**src/logic/mscall_pkg.sv**
```systemverilog
// shared constants and types for the modem call-timing register bank
package mscall_pkg;
  // command port
  localparam int unsigned REG_CNT = 12;
  localparam int unsigned IDX_W   = 4;

  // register indices as used by the query and set commands
  localparam logic [3:0] REG_ANSWER  = 4'h0;
  localparam logic [3:0] REG_RING    = 4'h1;
  localparam logic [3:0] REG_ESCAPE  = 4'h2;
  localparam logic [3:0] REG_TERM    = 4'h3;
  localparam logic [3:0] REG_LF      = 4'h4;
  localparam logic [3:0] REG_ERASE   = 4'h5;
  localparam logic [3:0] REG_DT_WAIT = 4'h6;
  localparam logic [3:0] REG_CW_WAIT = 4'h7;
  localparam logic [3:0] REG_COMMA   = 4'h8;
  localparam logic [3:0] REG_QUAL    = 4'h9;
  localparam logic [3:0] REG_LOSS    = 4'hA;
  localparam logic [3:0] REG_TONE    = 4'hB;
  localparam logic [3:0] REG_LAST    = 4'hB;

  // reset contents, indexed as above
  localparam logic [7:0] REG_RESET [0:11] = '{
    8'h00, 8'h00, 8'h2B, 8'h0D, 8'h0A, 8'h08,
    8'h02, 8'h1E, 8'h02, 8'h06, 8'h0E, 8'h46
  };

  // accepted value ranges
  localparam logic [7:0] ERASE_MAX   = 8'h20;
  localparam logic [7:0] TIMED_MIN   = 8'h01;
  localparam logic [7:0] TONE_MIN    = 8'h32;
  localparam logic [7:0] RING_MAX    = 8'hFF;
  localparam logic [7:0] DT_MIN_SECS = 8'h02;
  localparam int unsigned ESC_DIS_BIT = 7;

  // timing
  localparam int unsigned CLK_MHZ        = 20;
  localparam int unsigned TICK_US        = 1000;
  localparam int unsigned CYC_PER_MS     = CLK_MHZ * TICK_US;
  localparam logic [6:0]  MS_PER_TENTH   = 7'h64;
  localparam logic [3:0]  TENTH_PER_SEC  = 4'hA;
  localparam logic [3:0]  RING_IDLE_SECS = 4'h8;
  localparam logic [1:0]  ESC_REPEAT     = 2'h3;
  localparam logic [9:0]  ESC_WINDOW_MS  = 10'h3E8;
  localparam logic [9:0]  PULSE_BREAK_MS = 10'h03D;
  localparam logic [9:0]  PULSE_MAKE_MS  = 10'h027;
  localparam logic [9:0]  PULSE_IDD_MS   = 10'h311;
  localparam logic [3:0]  PULSE_ZERO_CNT = 4'hA;

  typedef enum logic [2:0] {
    MSCALL_IDLE    = 3'b000,
    MSCALL_DT_WAIT = 3'b001,
    MSCALL_DIAL    = 3'b011,
    MSCALL_CW_WAIT = 3'b010,
    MSCALL_ONLINE  = 3'b110
  } mscall_state_e;

  typedef enum logic [2:0] {
    MSCALL_D_READY = 3'b000,
    MSCALL_D_TONE  = 3'b001,
    MSCALL_D_GAP   = 3'b011,
    MSCALL_D_BREAK = 3'b100,
    MSCALL_D_MAKE  = 3'b101,
    MSCALL_D_IDD   = 3'b111,
    MSCALL_D_COMMA = 3'b010
  } mscall_dial_e;
endpackage

```
**src/logic/mscall_tick.sv**
```systemverilog
// millisecond, tenth-second and second enable pulses from the controller clock
`timescale 1ns/1ps
module mscall_tick #(
  parameter int unsigned MS_CYCLES = mscall_pkg::CYC_PER_MS
) (
  // clock and reset
  input  wire logic mclk_i,
  input  wire logic rst_n_i,
  // enables
  output logic      ms_tick_o,
  output logic      tenth_tick_o,
  output logic      sec_tick_o
);
  import mscall_pkg::*;

  logic [14:0] cyc_reg;
  logic [6:0]  ms_reg;
  logic [3:0]  tenth_reg;

  always_ff @(posedge mclk_i or negedge rst_n_i) begin
    if (!rst_n_i) begin
      cyc_reg      <= 15'h0000;
      ms_reg       <= 7'h00;
      tenth_reg    <= 4'h0;
      ms_tick_o    <= 1'b0;
      tenth_tick_o <= 1'b0;
      sec_tick_o   <= 1'b0;
    end else begin
      ms_tick_o    <= 1'b0;
      tenth_tick_o <= 1'b0;
      sec_tick_o   <= 1'b0;
      if (cyc_reg == 15'(MS_CYCLES - 1)) begin
        cyc_reg   <= 15'h0000;
        ms_tick_o <= 1'b1;
        if (ms_reg == MS_PER_TENTH - 7'h01) begin
          ms_reg       <= 7'h00;
          tenth_tick_o <= 1'b1;
          if (tenth_reg == TENTH_PER_SEC - 4'h1) begin
            tenth_reg  <= 4'h0;
            sec_tick_o <= 1'b1;
          end else begin
            tenth_reg <= tenth_reg + 4'h1;
          end
        end else begin
          ms_reg <= ms_reg + 7'h01;
        end
      end else begin
        cyc_reg <= cyc_reg + 15'h0001;
      end
    end
  end
endmodule

```
**src/logic/mscall_regs.sv**
```systemverilog
// modem configuration register bank with ring, escape, dial and carrier timing
//
// Overview of operation
// - a query command returns the addressed register contents.
// - a set command stores the new value in the addressed register.
// - threshold 1..255 makes the modem answer when ring count reaches it.
// - threshold zero disables automatic answer entirely.
// - the answer threshold is kept in non-volatile storage.
// - read-only ring counter counts detected rings, 0 to 255.
// - ring counter clears after 8 seconds without a ring.
// - escape register 0..127 selects the escape character.
// - escape register 128..255 disables escape recognition.
// - three escape characters within one second return to command mode.
// - terminator register ends command lines and appears in responses.
// - line-feed register gives the line feed used in responses.
// - erase register accepts only values 0 to 32.
// - wait dial-tone register seconds before dialing, at least two seconds.
// - after dialing wait carrier-wait register seconds for valid carrier.
// - each comma pauses dialing for comma register seconds.
// - carrier valid after present for qualify register tenths of a second.
// - disconnect after carrier absent for loss register tenths of a second.
// - loss value below qualify value suppresses automatic disconnect.
// - tone register sets tone length and gap in milliseconds.
// - pulse dialing timing does not depend on the tone register.
`timescale 1ns/1ps
module mscall_regs #(
  parameter int unsigned MS_CYCLES = mscall_pkg::CYC_PER_MS
) (
  // clock and reset
  input  wire logic       mclk_i,
  input  wire logic       resetn_i,
  // register command port
  input  wire logic       cmd_valid_i,
  input  wire logic       cmd_write_i,
  input  wire logic [3:0] cmd_index_i,
  input  wire logic [7:0] cmd_value_i,
  output logic            rsp_valid_o,
  output logic [7:0]      rsp_value_o,
  output logic            rsp_error_o,
  // non-volatile store of the answer threshold
  input  wire logic [7:0] nv_answer_i,
  output logic            nv_we_o,
  output logic [7:0]      nv_data_o,
  // line events
  input  wire logic       ring_i,
  input  wire logic       carrier_i,
  input  wire logic       call_start_i,
  input  wire logic       hangup_i,
  input  wire logic       resume_i,
  output logic            off_hook_o,
  output logic            carrier_valid_o,
  output logic            no_carrier_o,
  // dial string items
  input  wire logic       dial_valid_i,
  input  wire logic       dial_comma_i,
  input  wire logic       dial_pulse_i,
  input  wire logic [3:0] dial_digit_i,
  input  wire logic       dial_last_i,
  output logic            dial_ready_o,
  output logic            tone_on_o,
  output logic [3:0]      tone_digit_o,
  output logic            pulse_break_o,
  // serial data stream and character settings
  input  wire logic       rx_valid_i,
  input  wire logic [7:0] rx_char_i,
  output logic            data_mode_o,
  output logic            escape_o,
  output logic [7:0]      term_char_o,
  output logic [7:0]      lf_char_o,
  output logic [7:0]      erase_char_o
);
  import mscall_pkg::*;

  logic [1:0]    rst_sync_reg;
  logic          rst_n;
  logic          ms_tick;
  logic          tenth_tick;
  logic          sec_tick;
  logic [7:0]    sreg [0:11];
  logic          nv_loaded_reg;
  logic          idx_ok;
  logic          wr_ok;
  logic          wr_en;
  logic [7:0]    ring_next;
  logic [3:0]    ring_idle_reg;
  logic          answer_hit;
  mscall_state_e state_reg;
  logic [7:0]    sec_cnt_reg;
  logic [7:0]    dt_secs;
  logic          dial_done_reg;
  mscall_dial_e  dphase_reg;
  logic [9:0]    dms_reg;
  logic [7:0]    dsec_reg;
  logic [3:0]    pulses_reg;
  logic          dlast_reg;
  logic [7:0]    qual_reg;
  logic [7:0]    loss_reg;
  logic          loss_disc_reg;
  logic          in_call;
  logic [1:0]    esc_cnt_reg;
  logic [9:0]    esc_ms_reg;
  logic          esc_match;

  // reset is released through two flops so every flop leaves reset on one edge
  always_ff @(posedge mclk_i or negedge resetn_i) begin
    if (!resetn_i) begin
      rst_sync_reg <= 2'b00;
    end else begin
      rst_sync_reg <= {rst_sync_reg[0], 1'b1};
    end
  end
  assign rst_n = rst_sync_reg[1];

  mscall_tick #(
    .MS_CYCLES (MS_CYCLES)
  ) u_tick (
    .mclk_i       (mclk_i),
    .rst_n_i      (rst_n),
    .ms_tick_o    (ms_tick),
    .tenth_tick_o (tenth_tick),
    .sec_tick_o   (sec_tick)
  );

  // write range checks; a refused value leaves the register untouched
  always_comb begin
    idx_ok = (cmd_index_i <= REG_LAST);
    case (cmd_index_i)
      REG_RING:  wr_ok = 1'b0;
      REG_ERASE: wr_ok = (cmd_value_i <= ERASE_MAX);
      REG_CW_WAIT, REG_COMMA, REG_QUAL, REG_LOSS: wr_ok = (cmd_value_i >= TIMED_MIN);
      REG_TONE:  wr_ok = (cmd_value_i >= TONE_MIN);
      default:   wr_ok = idx_ok;
    endcase
  end
  assign wr_en = cmd_valid_i & cmd_write_i & idx_ok & wr_ok;

  // ring counter next value: a ring in the clearing cycle still counts
  always_comb begin
    ring_next = sreg[REG_RING];
    if (ring_i) begin
      if (sreg[REG_RING] != RING_MAX) begin
        ring_next = sreg[REG_RING] + 8'h01;
      end
    end else if (ring_idle_reg == RING_IDLE_SECS) begin
      ring_next = 8'h00;
    end
  end
  assign answer_hit = ring_i && (sreg[REG_ANSWER] != 8'h00)
                      && (ring_next == sreg[REG_ANSWER]);

  genvar g;
  generate
    for (g = 0; g < REG_CNT; g = g + 1) begin : g_sreg
      always_ff @(posedge mclk_i or negedge rst_n) begin
        if (!rst_n) begin
          sreg[g] <= REG_RESET[g];
        end else if (g == REG_RING) begin
          sreg[g] <= ring_next;
        end else if (g == REG_ANSWER && !nv_loaded_reg) begin
          sreg[g] <= nv_answer_i;
        end else if (wr_en && cmd_index_i == 4'(g)) begin
          sreg[g] <= cmd_value_i;
        end
      end
    end
  endgenerate

  // command answers and non-volatile write-through
  always_ff @(posedge mclk_i or negedge rst_n) begin
    if (!rst_n) begin
      nv_loaded_reg <= 1'b0;
      rsp_valid_o   <= 1'b0;
      rsp_value_o   <= 8'h00;
      rsp_error_o   <= 1'b0;
      nv_we_o       <= 1'b0;
      nv_data_o     <= 8'h00;
    end else begin
      nv_loaded_reg <= 1'b1;
      rsp_valid_o   <= cmd_valid_i;
      nv_we_o       <= wr_en && (cmd_index_i == REG_ANSWER);
      if (wr_en && cmd_index_i == REG_ANSWER) begin
        nv_data_o <= cmd_value_i;
      end
      if (cmd_valid_i) begin
        if (cmd_write_i) begin
          rsp_value_o <= wr_en ? cmd_value_i : (idx_ok ? sreg[cmd_index_i] : 8'h00);
          rsp_error_o <= !wr_en;
        end else begin
          rsp_value_o <= idx_ok ? sreg[cmd_index_i] : 8'h00;
          rsp_error_o <= !idx_ok;
        end
      end
    end
  end

  // seconds since the last ring, cleared once the clear point is reached
  always_ff @(posedge mclk_i or negedge rst_n) begin
    if (!rst_n) begin
      ring_idle_reg <= 4'h0;
    end else if (ring_i || ring_idle_reg == RING_IDLE_SECS) begin
      ring_idle_reg <= 4'h0;
    end else if (sec_tick && sreg[REG_RING] != 8'h00) begin
      ring_idle_reg <= ring_idle_reg + 4'h1;
    end
  end

  // call progress
  assign dt_secs = (sreg[REG_DT_WAIT] < DT_MIN_SECS) ? DT_MIN_SECS : sreg[REG_DT_WAIT];
  assign in_call = (state_reg == MSCALL_CW_WAIT) || (state_reg == MSCALL_ONLINE);

  always_ff @(posedge mclk_i or negedge rst_n) begin
    if (!rst_n) begin
      state_reg    <= MSCALL_IDLE;
      sec_cnt_reg  <= 8'h00;
      off_hook_o   <= 1'b0;
      no_carrier_o <= 1'b0;
      data_mode_o  <= 1'b0;
    end else begin
      no_carrier_o <= 1'b0;
      if (sec_tick && sec_cnt_reg != RING_MAX) begin
        sec_cnt_reg <= sec_cnt_reg + 8'h01;
      end
      if (hangup_i) begin
        state_reg   <= MSCALL_IDLE;
        off_hook_o  <= 1'b0;
        data_mode_o <= 1'b0;
      end else begin
        case (state_reg)
          MSCALL_IDLE: begin
            sec_cnt_reg <= 8'h00;
            if (answer_hit) begin
              state_reg  <= MSCALL_CW_WAIT;
              off_hook_o <= 1'b1;
            end else if (call_start_i) begin
              state_reg  <= MSCALL_DT_WAIT;
              off_hook_o <= 1'b1;
            end
          end
          MSCALL_DT_WAIT: begin
            if (sec_cnt_reg >= dt_secs) begin
              state_reg <= MSCALL_DIAL;
            end
          end
          MSCALL_DIAL: begin
            sec_cnt_reg <= 8'h00;
            if (dial_done_reg) begin
              state_reg <= MSCALL_CW_WAIT;
            end
          end
          MSCALL_CW_WAIT: begin
            if (carrier_valid_o) begin
              state_reg   <= MSCALL_ONLINE;
              data_mode_o <= 1'b1;
            end else if (sec_cnt_reg >= sreg[REG_CW_WAIT]) begin
              state_reg    <= MSCALL_IDLE;
              off_hook_o   <= 1'b0;
              no_carrier_o <= 1'b1;
            end
          end
          MSCALL_ONLINE: begin
            if (loss_disc_reg) begin
              state_reg    <= MSCALL_IDLE;
              off_hook_o   <= 1'b0;
              no_carrier_o <= 1'b1;
              data_mode_o  <= 1'b0;
            end else if (escape_o) begin
              data_mode_o <= 1'b0;
            end else if (resume_i) begin
              data_mode_o <= 1'b1;
            end
          end
          default: begin
            state_reg  <= MSCALL_IDLE;
            off_hook_o <= 1'b0;
          end
        endcase
      end
    end
  end

  // dial string engine; one item is taken per ready/valid handshake
  always_ff @(posedge mclk_i or negedge rst_n) begin
    if (!rst_n) begin
      dphase_reg    <= MSCALL_D_READY;
      dms_reg       <= 10'h000;
      dsec_reg      <= 8'h00;
      pulses_reg    <= 4'h0;
      dlast_reg     <= 1'b0;
      dial_done_reg <= 1'b0;
      dial_ready_o  <= 1'b0;
      tone_on_o     <= 1'b0;
      tone_digit_o  <= 4'h0;
      pulse_break_o <= 1'b0;
    end else if (state_reg != MSCALL_DIAL) begin
      dphase_reg    <= MSCALL_D_READY;
      dlast_reg     <= 1'b0;
      dial_done_reg <= 1'b0;
      dial_ready_o  <= 1'b0;
      tone_on_o     <= 1'b0;
      pulse_break_o <= 1'b0;
    end else begin
      if (ms_tick) begin
        dms_reg <= dms_reg + 10'h001;
      end
      if (sec_tick) begin
        dsec_reg <= dsec_reg + 8'h01;
      end
      case (dphase_reg)
        MSCALL_D_READY: begin
          dms_reg  <= 10'h000;
          dsec_reg <= 8'h00;
          if (dlast_reg) begin
            dial_done_reg <= 1'b1;
            dial_ready_o  <= 1'b0;
          end else if (dial_ready_o && dial_valid_i) begin
            dial_ready_o <= 1'b0;
            dlast_reg    <= dial_last_i;
            tone_digit_o <= dial_digit_i;
            pulses_reg   <= (dial_digit_i == 4'h0) ? PULSE_ZERO_CNT : dial_digit_i;
            if (dial_comma_i) begin
              dphase_reg <= MSCALL_D_COMMA;
            end else if (dial_pulse_i) begin
              dphase_reg    <= MSCALL_D_BREAK;
              pulse_break_o <= 1'b1;
            end else begin
              dphase_reg <= MSCALL_D_TONE;
              tone_on_o  <= 1'b1;
            end
          end else begin
            dial_ready_o <= 1'b1;
          end
        end
        MSCALL_D_TONE: begin
          if (dms_reg >= {2'b00, sreg[REG_TONE]}) begin
            dphase_reg <= MSCALL_D_GAP;
            tone_on_o  <= 1'b0;
            dms_reg    <= 10'h000;
          end
        end
        MSCALL_D_GAP: begin
          if (dms_reg >= {2'b00, sreg[REG_TONE]}) begin
            dphase_reg <= MSCALL_D_READY;
          end
        end
        // pulse timing uses fixed constants only, never the tone setting
        MSCALL_D_BREAK: begin
          if (dms_reg >= PULSE_BREAK_MS) begin
            dphase_reg    <= MSCALL_D_MAKE;
            pulse_break_o <= 1'b0;
            dms_reg       <= 10'h000;
            pulses_reg    <= pulses_reg - 4'h1;
          end
        end
        MSCALL_D_MAKE: begin
          if (dms_reg >= PULSE_MAKE_MS) begin
            dms_reg <= 10'h000;
            if (pulses_reg == 4'h0) begin
              dphase_reg <= MSCALL_D_IDD;
            end else begin
              dphase_reg    <= MSCALL_D_BREAK;
              pulse_break_o <= 1'b1;
            end
          end
        end
        MSCALL_D_IDD: begin
          if (dms_reg >= PULSE_IDD_MS) begin
            dphase_reg <= MSCALL_D_READY;
          end
        end
        MSCALL_D_COMMA: begin
          if (dsec_reg >= sreg[REG_COMMA]) begin
            dphase_reg <= MSCALL_D_READY;
          end
        end
        default: begin
          dphase_reg <= MSCALL_D_READY;
        end
      endcase
    end
  end

  // carrier qualification and loss, counted in tenths of a second
  always_ff @(posedge mclk_i or negedge rst_n) begin
    if (!rst_n) begin
      qual_reg        <= 8'h00;
      loss_reg        <= 8'h00;
      carrier_valid_o <= 1'b0;
      loss_disc_reg   <= 1'b0;
    end else if (!in_call) begin
      qual_reg        <= 8'h00;
      loss_reg        <= 8'h00;
      carrier_valid_o <= 1'b0;
      loss_disc_reg   <= 1'b0;
    end else if (carrier_i) begin
      loss_reg      <= 8'h00;
      loss_disc_reg <= 1'b0;
      if (qual_reg >= sreg[REG_QUAL]) begin
        carrier_valid_o <= 1'b1;
      end else if (tenth_tick) begin
        qual_reg <= qual_reg + 8'h01;
      end
    end else begin
      qual_reg <= 8'h00;
      if (carrier_valid_o) begin
        if (loss_reg >= sreg[REG_LOSS]) begin
          carrier_valid_o <= 1'b0;
          loss_disc_reg   <= (sreg[REG_LOSS] >= sreg[REG_QUAL]);
        end else if (tenth_tick) begin
          loss_reg <= loss_reg + 8'h01;
        end
      end
    end
  end

  // escape sequence detection in data mode
  assign esc_match = rx_valid_i && !sreg[REG_ESCAPE][ESC_DIS_BIT]
                     && (rx_char_i == {1'b0, sreg[REG_ESCAPE][6:0]});

  always_ff @(posedge mclk_i or negedge rst_n) begin
    if (!rst_n) begin
      esc_cnt_reg <= 2'h0;
      esc_ms_reg  <= 10'h000;
      escape_o    <= 1'b0;
    end else begin
      escape_o <= 1'b0;
      if (ms_tick && esc_cnt_reg != 2'h0 && esc_ms_reg != ESC_WINDOW_MS) begin
        esc_ms_reg <= esc_ms_reg + 10'h001;
      end
      if (!data_mode_o) begin
        esc_cnt_reg <= 2'h0;
      end else if (esc_match) begin
        // a late character starts a fresh sequence instead of being dropped
        if (esc_cnt_reg == 2'h0 || esc_ms_reg == ESC_WINDOW_MS) begin
          esc_cnt_reg <= 2'h1;
          esc_ms_reg  <= 10'h000;
        end else if (esc_cnt_reg == ESC_REPEAT - 2'h1) begin
          esc_cnt_reg <= 2'h0;
          escape_o    <= 1'b1;
        end else begin
          esc_cnt_reg <= esc_cnt_reg + 2'h1;
        end
      end else if (rx_valid_i) begin
        esc_cnt_reg <= 2'h0;
      end
    end
  end

  // character settings for the command parser and response formatter
  always_ff @(posedge mclk_i or negedge rst_n) begin
    if (!rst_n) begin
      term_char_o  <= REG_RESET[REG_TERM];
      lf_char_o    <= REG_RESET[REG_LF];
      erase_char_o <= REG_RESET[REG_ERASE];
    end else begin
      term_char_o  <= sreg[REG_TERM];
      lf_char_o    <= sreg[REG_LF];
      erase_char_o <= sreg[REG_ERASE];
    end
  end
endmodule

```
**config.mk**
```make
export PLATFORM = sky130hd
export DESIGN_NAME = mscall_regs
export DESIGN_NICKNAME = d
export VERILOG_FILES = /design/src/logic/mscall_pkg.sv /design/src/logic/mscall_tick.sv /design/src/logic/mscall_regs.sv
export SDC_FILE = /design/constraint.sdc
export NUM_CORES = 1
export LEC_CHECK = 0
export ABC_AREA = 1
export BUFFER_PORTS_ARGS = -buffer_cell sky130_fd_sc_hd__buf_2
export CAP_MARGIN = 20
export CORE_UTILIZATION = 60
export DETAILED_ROUTE_END_ITERATION = 6
export PLACE_DENSITY_LB_ADDON = 0.1
export SLEW_MARGIN = 30
export SYNTH_ARGS = -nofsm -noshare
export SYNTH_HDL_FRONTEND = slang
export SYNTH_SLANG_ARGS = --single-unit
```
**constraint.sdc**
```tcl
create_clock -name mclk_i -period 10.4 [get_ports mclk_i]
set_input_delay 2.08 -clock mclk_i [delete_from_list [all_inputs] [get_ports mclk_i]]
set_output_delay 2.08 -clock mclk_i [all_outputs]
set_load 0.05 [all_outputs]
```
==> results of run 1 <==
through the flow:
| step | std cells | hold WS [ns] | utilization, % | worst slack [ns] |
|---|---|---|---|---|
| CTS | 2072 | 0.361 | 69.4 | 6.45 |
| global placement | 2023 | 0.338 | 65.2 | 6.00 |
| floorplan | 1674 | 0.331 | - | 2.85 |
| finish | 2072 | 0.351 | 69.4 | 6.40 |
| detailed placement | 2023 | 0.348 | 65.2 | 5.89 |
| global route | 2072 | 0.387 | 69.4 | 6.17 |
worst paths after layout:
path | endpoint | depth (start not counted) | slack, ns | startpoint
max reg2reg | dphase_reg[1] | 9 | 7.87 | state_reg[2]
max | sreg[94] | 12 | 6.40 | cmd_index_i[0]
min | qual_reg[7] | 0 | 0.35 | rst_sync_reg[1]
min in group mclk_i | rst_sync_reg[1] | 0 | 0.36 | rst_sync_reg[0]
max in group asynchronous | esc_ms_reg[5] | 2 | 8.07 | rst_sync_reg[1]
min reg2reg | qual_reg[7] | 0 | 0.35 | rst_sync_reg[1]
cell usage in the layout, fill, tap and decap left out, types with 23 or more instances in the layout:
cell type  count
o21ai_1       52
inv_1        231
o21ai_0      130
a21oi_1       65
nor2_1       124
nand2_1      349
o22ai_1       28
xor2_1        23
nand4_1       33
nand3_1      105
ha_1          73
dfrtp_1      223
dfstp_2       30
nor3_1        39
clkbuf_16     27
buf_2        100
critical path: stages:
cell and delay [ns]:
buf_2 0.22, inv_1 0.10, nor2_2 0.52, inv_2 0.25, o21ai_0 0.25, nand4_2 0.15, nand2_4 0.14, nor3_4 0.05
inv_2 0.28, nand2_4 0.18, nand2_1 0.09, o21ai_0 0.08
power breakdown:
group          total (mW)  internal, mW  leakage [nW]  switching, mW
Clock               0.998         0.601         0.444          0.398
Combinational       0.844         0.259          3.85          0.585
Sequential           1.27          1.14          3.28          0.130
Total                3.11          2.00          7.57           1.11
final cells by class:
class / count / area, µm² / area share (%)
Tap cell: 280 / 350 / 2.28
Timing Repair Buffer: 104 / 534 / 3.48
Inverter: 240 / 903 / 5.89
Clock inverter: 10 / 135 / 0.881
Multi-Input combinational cell: 1145 / 6230 / 40.6
Clock buffer: 39 / 791 / 5.15
Sequential cell: 254 / 6400 / 41.7
logic make-up (layout without fill, tap and decap cells):
logic type               after synthesis  in the layout  share of synthesized area, %
AND/OR/NAND/NOR                      692            692                          22.2
AO/OA/AOI/OAI                        346            346                          14.4
buffers and inverters                275            393                          7.86
flip-flops                           254            254                          46.7
adder cells (fa/ha/maj)               73             73                          6.67
XOR/XNOR                              27             27                          1.73
multiplexers                           5              5                         0.411
other                                  1              2                        0.0274
routing by layer:
metal  vias to the layer above  wire, µm  track usage [%]
met5                         -        13                0
met4                         2      1190             10.6
met3                       101      2160             5.08
met2                       393     16900             51.5
met1                      5682     14900             40.3
li1                       5818         -                -
==> results.yml, run 1 <==
min_path:
  hold_path_class: "flop to async pin"
global_route:
  grt_max_degree: 83
  grt.overflow.total: 0
  first_global_vias: 11223
  track_usage_pct: 30.7
  antenna_found_initial: 1
  grt_pass1_wl_um: 57200
layout:
  final_area_um2: 15300
  drive_gt1_share_pct: 12.3
  area_delta_synth_final_pct: 12.0
  diodes: 0
  nFillCells: 1799
  layout.nets: 1891
  largest_reg_flops: 96
synth:
  ys_seq_area_share_pct: 46.7
  synth-async-reset-ratio_pct: 100
  syn_avg_cell_area_um2: 8.19
  synthFlopType: "dfrtp_1"
  synthTopCellsByArea: "dfrtp_1 41%, nand2_1 9.6%, ha_1 6.7%"
  synth_top_cell_area_share_pct: 40.9
  synthTopCellsByCount: "349 x nand2_1, 231 x inv_1, 224 x dfrtp_1"
  synthCells: 1673
  synth.most_common_cell: "nand2_1"
  synth_edf_count: 0
  yosysUniqueCellTypes: 60
  ys_seq_elements: 254
  yosys_warnings: 0
  yosysTopAreaCell: "dfrtp_1"
  syn_area_um2: 13700
sta:
  fmax_ghz: 0.250
  slew_headroom_pct: 36.5
  setup-tns-final_ns: 0
  report.final.slew_viol_count: 0
  final.period_utilization_pct: 38.5
  period_minus_slack_ns: 4.00
  skew_ns: 0.0126
  hold_violations: 0
  tightest_slew_ns: 0.948
  setup-violations-final: 0
  rsz0062_at_grt: "false"
worst_setup_path:
  end_kind: "flop"
  worstPathArrival_ns: 4.42
  worstPathRequired_ns: 10.81
  cp_max_fo: 17
  crit_type: "input port to flop"
  worst_setup_path_start_kind: "input port"
detailed_routing:
  drcViolationCount: 24
  drtIter0Drc: 1078
  vias: 11996
  antenna_left: 0
  detail_route.wirelength_um: 35200
  first_pass_iters: 7
  wl_per_cell_um: 17.0
  vias_per_cell: 5.79
clock_network:
  cts_tree: "built"
  cts_buffers: 27
  insertion_delay_ns: 0.54
  post_cts_resized: 0
  htree_levels: 1
  clockBufferDepth: 3
  cts_sinks: 254
  cts-root-buf: "clkbuf_16"
  post_cts_buffers: 0
  hold_buffers: 0
  clkTransAtPathRegs_ns: 0.06
floorplanning:
  die_area_um2: 23400
  initial_core_util_pct: 62.0
  core_area_um2: 22100
  die-height_um: 153
  io_pins: 101
  fp.dieW_um: 153
  rows: 54
run:
  max_cap_viol_count: 0
placement:
  place_hpwl_um: 26100
  gp_congestion: 0.958
  portBuffers: 100
  post_dp_cell_area_um2: 14400
pwr:
  ir_worst_vdd_uv: 139
  total_power_mw: 3.11
  powerDensity_nw_per_um2: 203
  leakage_nw: 7.57
status:
  status: "complete, but fails checks"
  violations: "DRC"
Note: power is estimated with default switching activity, not from simulation.
==> run 2: changes to the inputs <==
Settings changed: ABC_AREA 1 to 0.
Clock period 10.4 ns to 4.1 ns, I/O delays scaled along.
==> results.yml, run 2 <==
synth:
  synthCells: 1262
  ys_seq_area_share_pct: 47.5
  synth-xor-area-share_pct: 4.23
  ys_seq_elements: 254
  synth_top_cell_area_share_pct: 41.6
  synth_edf_count: 0
  syn_area_um2: 13500
  synthAdderAreaFrac_pct: 6.79
  synth.most_common_cell: "dfrtp_1"
  synth_top_family_by_area: "simple AND/OR/NAND/NOR gates"
  syn_avg_cell_area_um2: 10.7
  yosysTopAreaCell: "dfrtp_1"
  yosys_warnings: 0
  synth_compound_area_share_pct: 10.5
  muxShareOfSynthArea_pct: 11.2
  synthFlopType: "dfrtp_1"
  synth-async-reset-ratio_pct: 100
  synthSimpleGateAreaFrac_pct: 16.1
  yosysUniqueCellTypes: 78
  synthTopCellsByArea: "dfrtp_1 42%, ha_1 6.8%, dfstp_2 5.9%"
  synthTopCellsByCount: "224 x dfrtp_1, 115 x nand2_1, 105 x nor2_1"
pwr:
  p_int_mw: 4.93
  powerDensity_nw_per_um2: 460
  switchingPower_mw: 2.09
  pwr-share-clk_pct: 37.9
  switching_share_pct: 29.8
  leakage_nw: 7.23
  seqPwrFrac_pct: 43.8
  comb_power_share_pct: 18.3
  ir_worst_vdd_uv: 337
sta:
  rsz0062_at_grt: "false"
  final.period_utilization_pct: 73.4
  slew_headroom_pct: 42.4
  fmax_ghz: 0.332
  hold_violations: 0
  setup-violations-final: 0
  report.final.slew_viol_count: 0
  tightest_slew_ns: 0.859
  setup-tns-final_ns: 0
  period_minus_slack_ns: 3.01
  skew_ns: 0.0237
clock_network:
  cts_tree: "built"
  hold_buffers: 0
  clockBufferDepth: 3
  post_cts_resized: 0
  cts_sinks: 254
  cts_buffers: 28
  post_cts_buffers: 0
  insertion_delay_ns: 0.55
  htree_levels: 1
  clkTransAtPathRegs_ns: 0.06
  cts-root-buf: "clkbuf_16"
detailed_routing:
  vias: 10000
  detail_route.wirelength_um: 31100
  vias_per_cell: 6.02
  first_pass_iters: 5
  drcViolationCount: 0
  wl_per_cell_um: 18.7
  antenna_left: 0
  drtIter0Drc: 638
worst_setup_path:
  crit_path_max_incr_delay_ns: 0.78
  worstPathRequired_ns: 4.59
  critical-path-top-delay-family: "compound AO/OA/AOI/OAI gates"
  crit_path_cell_trace: "ha_1 > and2_1 > nand3_1 > o21ai_0 > a32oi_1 > a211oi_1 > a41o_1 > a22o_1"
  end_kind: "flop"
  path_depth: 8
  r2r_slack_ns: 1.09
  cp.buffers_inverters: 0
  crit_type: "flop to flop"
  worstPathArrival_ns: 3.50
  worst_setup_path_start_kind: "flop"
  cp_max_fo: 9
  r2r_cells: 8
  slowest_stage: "a211oi_1"
status:
  status: "completed"
layout:
  area_delta_synth_final_pct: 13.3
  diodes: 0
  drive_gt1_share_pct: 22.7
  layout.nets: 1479
  most-common-layout-cells: "223 x dfrtp_1, 115 x nand2_1, 105 x nor2_1"
  fin_cells: 1662
  largest_reg_flops: 96
  final_area_um2: 15200
  final_common_cell: "dfrtp_1"
placement:
  dp.cells: 1610
  place_hpwl_um: 22100
  post_dp_cell_area_um2: 14200
  portBuffers: 100
  gp_congestion: 0.909
global_route:
  track_usage_pct: 27.5
  grt_pass1_wl_um: 49000
  antenna_found_initial: 0
  grt_max_degree: 69
  grt.overflow.total: 0
  first_global_vias: 9376
floorplanning:
  die_area_um2: 23000
  die-height_um: 152
  core_area_um2: 21900
  rows: 54
  fp.dieW_um: 152
  io_pins: 101
  initial_core_util_pct: 61.5
min_path:
  hold_path_class: "input port to async pin"
run:
  max_cap_viol_count: 0
[run 2: path summary, 6_finish.rpt]
path                                    to             from
min in group mclk_i        rst_sync_reg[1]  rst_sync_reg[0]
min reg2reg                rst_sync_reg[1]  rst_sync_reg[0]
max reg2reg                     off_hook_o         sreg[80]
max                             off_hook_o         sreg[80]
min                        rst_sync_reg[1]         resetn_i
max in group asynchronous    pulses_reg[2]  rst_sync_reg[1]
[run 2: kinds of logic after synthesis]
kind of cell / count (synthesis)
compound gates: 210
xor+xnor: 65
fa+ha+maj: 73
buf+inv: 127
flops: 254
mux: 112
other cells: 1
simple gates: 420
[run 2: worst reg2reg max path: stages, from the launching register on]
cell and delay (ns):
dfrtp_1 0.50, ha_1 0.27, and2_1 0.21, nand3_1 0.18, o21ai_0 0.39, a32oi_1 0.19
a211oi_1 0.78, a41o_1 0.31, a22o_1 0.13
[run 2: cell type report]
cell class	count	area, µm²
fillers	1715	6650
multi-input cells	882	6590
flip-flops and latches	254	6400
clock buffers	40	816
repair buffers	112	603
well taps	280	350
inverters	82	308
clock inverters	12	176
[run 2: per-layer routing]
| layer | part of all wire [%] | track usage, % | vias to the layer above |
|---|---|---|---|
| met5 | 0 | 0 | - |
| met4 | 2.1 | 7.62 | 0 |
| met3 | 5.5 | 4.31 | 55 |
| met2 | 46 | 43.6 | 284 |
| met1 | 46 | 39.3 | 4963 |
| li1 | - | - | 4698 |
[run 2: power by group through the flow]
stage	registers (mW)	clock network [mW]	logic [mW]
2_1_floorplan	3.30	0	0.684
6_report	3.07	2.66	1.29
3_5_place_dp	3.11	0	1.27
3_3_place_gp	3.10	0	1.25
4_1_cts	3.07	2.70	1.29
5_1_grt	3.10	2.81	1.40
[run 2: stage by stage]
step                setup WS [ns]  util [%]  hold WS (ns)  power, mW
global route                0.784      69.6        0.0382       7.30
floorplan                    1.12         -         0.331       3.98
CTS                          1.20      69.6        0.0286       7.05
detailed placement          0.652      65.1         0.343       4.38
global placement            0.699      65.1         0.335       4.35
finish                       1.09      69.6        0.0504       7.02
==> run 3: changes to the inputs <==
Settings changed: ABC_AREA 0 to 1, CORE_UTILIZATION 60 to 55.
Clock period 4.1 ns to 2.45 ns, I/O delays scaled along.
==> results.yml, run 3 (synthesis gave the netlist of run 1 again) <==
worst_setup_path:
  r2r-start: "sreg[6]"
  setup.worst_path.end: "dms_reg[2]"
  reg2reg_to: "dms_reg[2]"
  worstPathArrival_ns: 2.72
  r2r_cells: 12
  startpoint: "sreg[6]"
  end_kind: "flop"
  r2r_slack_ns: 0.17
  worst_setup_path_start_kind: "flop"
  crit_type: "flop to flop"
  worstPathRequired_ns: 2.89
  cp_max_fo: 6
clock_network:
  cts_buffers: 29
  cts_sinks: 254
  clockBufferDepth: 3
  cts_tree: "built"
  clkTransAtPathRegs_ns: 0.06
  htree_levels: 1
  cts-root-buf: "clkbuf_16"
  insertion_delay_ns: 0.54
global_route:
  antenna_found_initial: 0
  track_usage_pct: 29.0
  grt_max_degree: 74
  first_global_vias: 11695
  grt.overflow.total: 0
  grt_pass1_wl_um: 59500
placement:
  place_hpwl_um: 27400
  gp_congestion: 0.957
  dp.cells: 2107
  portBuffers: 100
layout:
  drive_gt1_share_pct: 15.7
  final_common_cell: "nand2_1"
  largest_reg_flops: 96
  most-common-layout-cells: "348 x nand2_1, 226 x inv_1, 222 x dfrtp_1"
  utilization_pct: 65.1
  layout.nets: 1943
  nFillCells: 2153
  diodes: 0
  fin_cells: 2170
  area_delta_synth_final_pct: 16.0
pwr:
  leakage_nw: 7.87
  ir_worst_vdd_uv: 544
  powerDensity_nw_per_um2: 845
sta:
  skew_ns: 0.00796
  rsz0062_at_grt: "true"
  tightest_slew_ns: 0.628
  fmax_ghz: 0.439
  final.period_utilization_pct: 93.1
  report.final.slew_viol_count: 0
  period_minus_slack_ns: 2.28
  setup-violations-final: 0
  hold_violations: 0
  slew_headroom_pct: 58.1
detailed_routing:
  antenna_left: 0
  first_pass_iters: 6
  drcViolationCount: 0
  wl_per_cell_um: 16.8
  drtIter0Drc: 1116
  detail_route.wirelength_um: 36400
  vias: 12095
  vias_per_cell: 5.57
run:
  max_cap_viol_count: 0
floorplanning:
  io_pins: 101
  die-height_um: 160
  die_area_um2: 25500
  fp.dieW_um: 160
  rows: 57
  core_area_um2: 24400
  initial_core_util_pct: 56.1
status:
  status: "completed"
min_path:
  hold_path_class: "input port to flop"
[run 3: changes by cell type in the layout (fill, tap and decap cells not counted), sizes merged, moves of 19 or more]
cell / before / now
nand2: 116 / 352
inv: 81 / 241
o21ai: 59 / 190
nand3: 37 / 109
mux2: 70 / 5
buf: 112 / 153
xnor2: 30 / 4
a21oi: 40 / 65
nor2: 105 / 130
mux4: 24 / 0
nor2b: 24 / 0
o22ai: 8 / 28
and3: 23 / 4
[run 3: through the flow]
step | total power, mW | setup WS (ns) | cell area [µm²] | TNS (ns) | hold slack [ns]
after floorplan | 7.92 | -0.0846 | 13700 | -18.77 | 0.194
after global placement | 8.97 | 0.0906 | 14800 | 0 | 0.255
after detailed placement | 9.08 | 0.0738 | 14800 | 0 | 0.252
after CTS | 13.4 | 0.0698 | 15800 | 0 | 0.129
after global routing | 14.2 | -0.104 | 15900 | -0.162 | 0.132
final | 13.4 | 0.170 | 15900 | 0 | 0.136
[run 3: final cells by class]
cell class	instances	area, µm²	area share [%]
inverters	240	903	5.69
repair buffers	154	958	6.03
flip-flops and latches	254	6400	40.3
clock inverters	13	111	0.701
clock buffers	40	847	5.33
well taps	324	405	2.55
multi-input cells	1145	6260	39.4
[run 3: worst min path at each step]
stage,from,to,cells after the start
after floorplan,resetn_i,rst_sync_reg[0],0
after global placement,rst_sync_reg[1],nv_data_o[6],0
after detailed placement,rst_sync_reg[1],nv_data_o[6],0
after CTS,cmd_valid_i,rsp_valid_o,1
after global routing,cmd_valid_i,rsp_valid_o,1
final,cmd_valid_i,rsp_valid_o,1
[run 3: worst max-delay path, stage by stage (launching register included)]
cell	delay, ns
dfstp_2	0.53
inv_1	0.07
ha_1	0.28
nand2_1	0.06
nor4_1	0.27
nand2_1	0.08
nand3_1	0.12
nor2_1	0.06
nand3b_1	0.25
nor2_1	0.17
inv_1	0.15
nand3_1	0.10
inv_1	0.04
[run 3: what timing repair did]
action                                 in CTS  in global routing
gates resized for setup                     0                 16
hold buffers                                1                  0
buffers inserted                            0                  9
endpoints found under the hold margin       2                  0
setup endpoints to repair                   0                  9
[run 3: where the power goes]
part	switching, mW	internal [mW]
Clock	1.75	2.52
Sequential	0.528	4.83
Combinational	2.56	1.23
Total	4.84	8.59
[run 3: routing by layer]
metal / vias up / GRT usage [%] / wire [µm]
met2: 395 / 48.7 / 17300
met3: 83 / 3.53 / 1890
met4: 0 / 8.79 / 1110
met5: - / 0 / 0
met1: 5727 / 39.6 / 16100
li1: 5890 / - / -
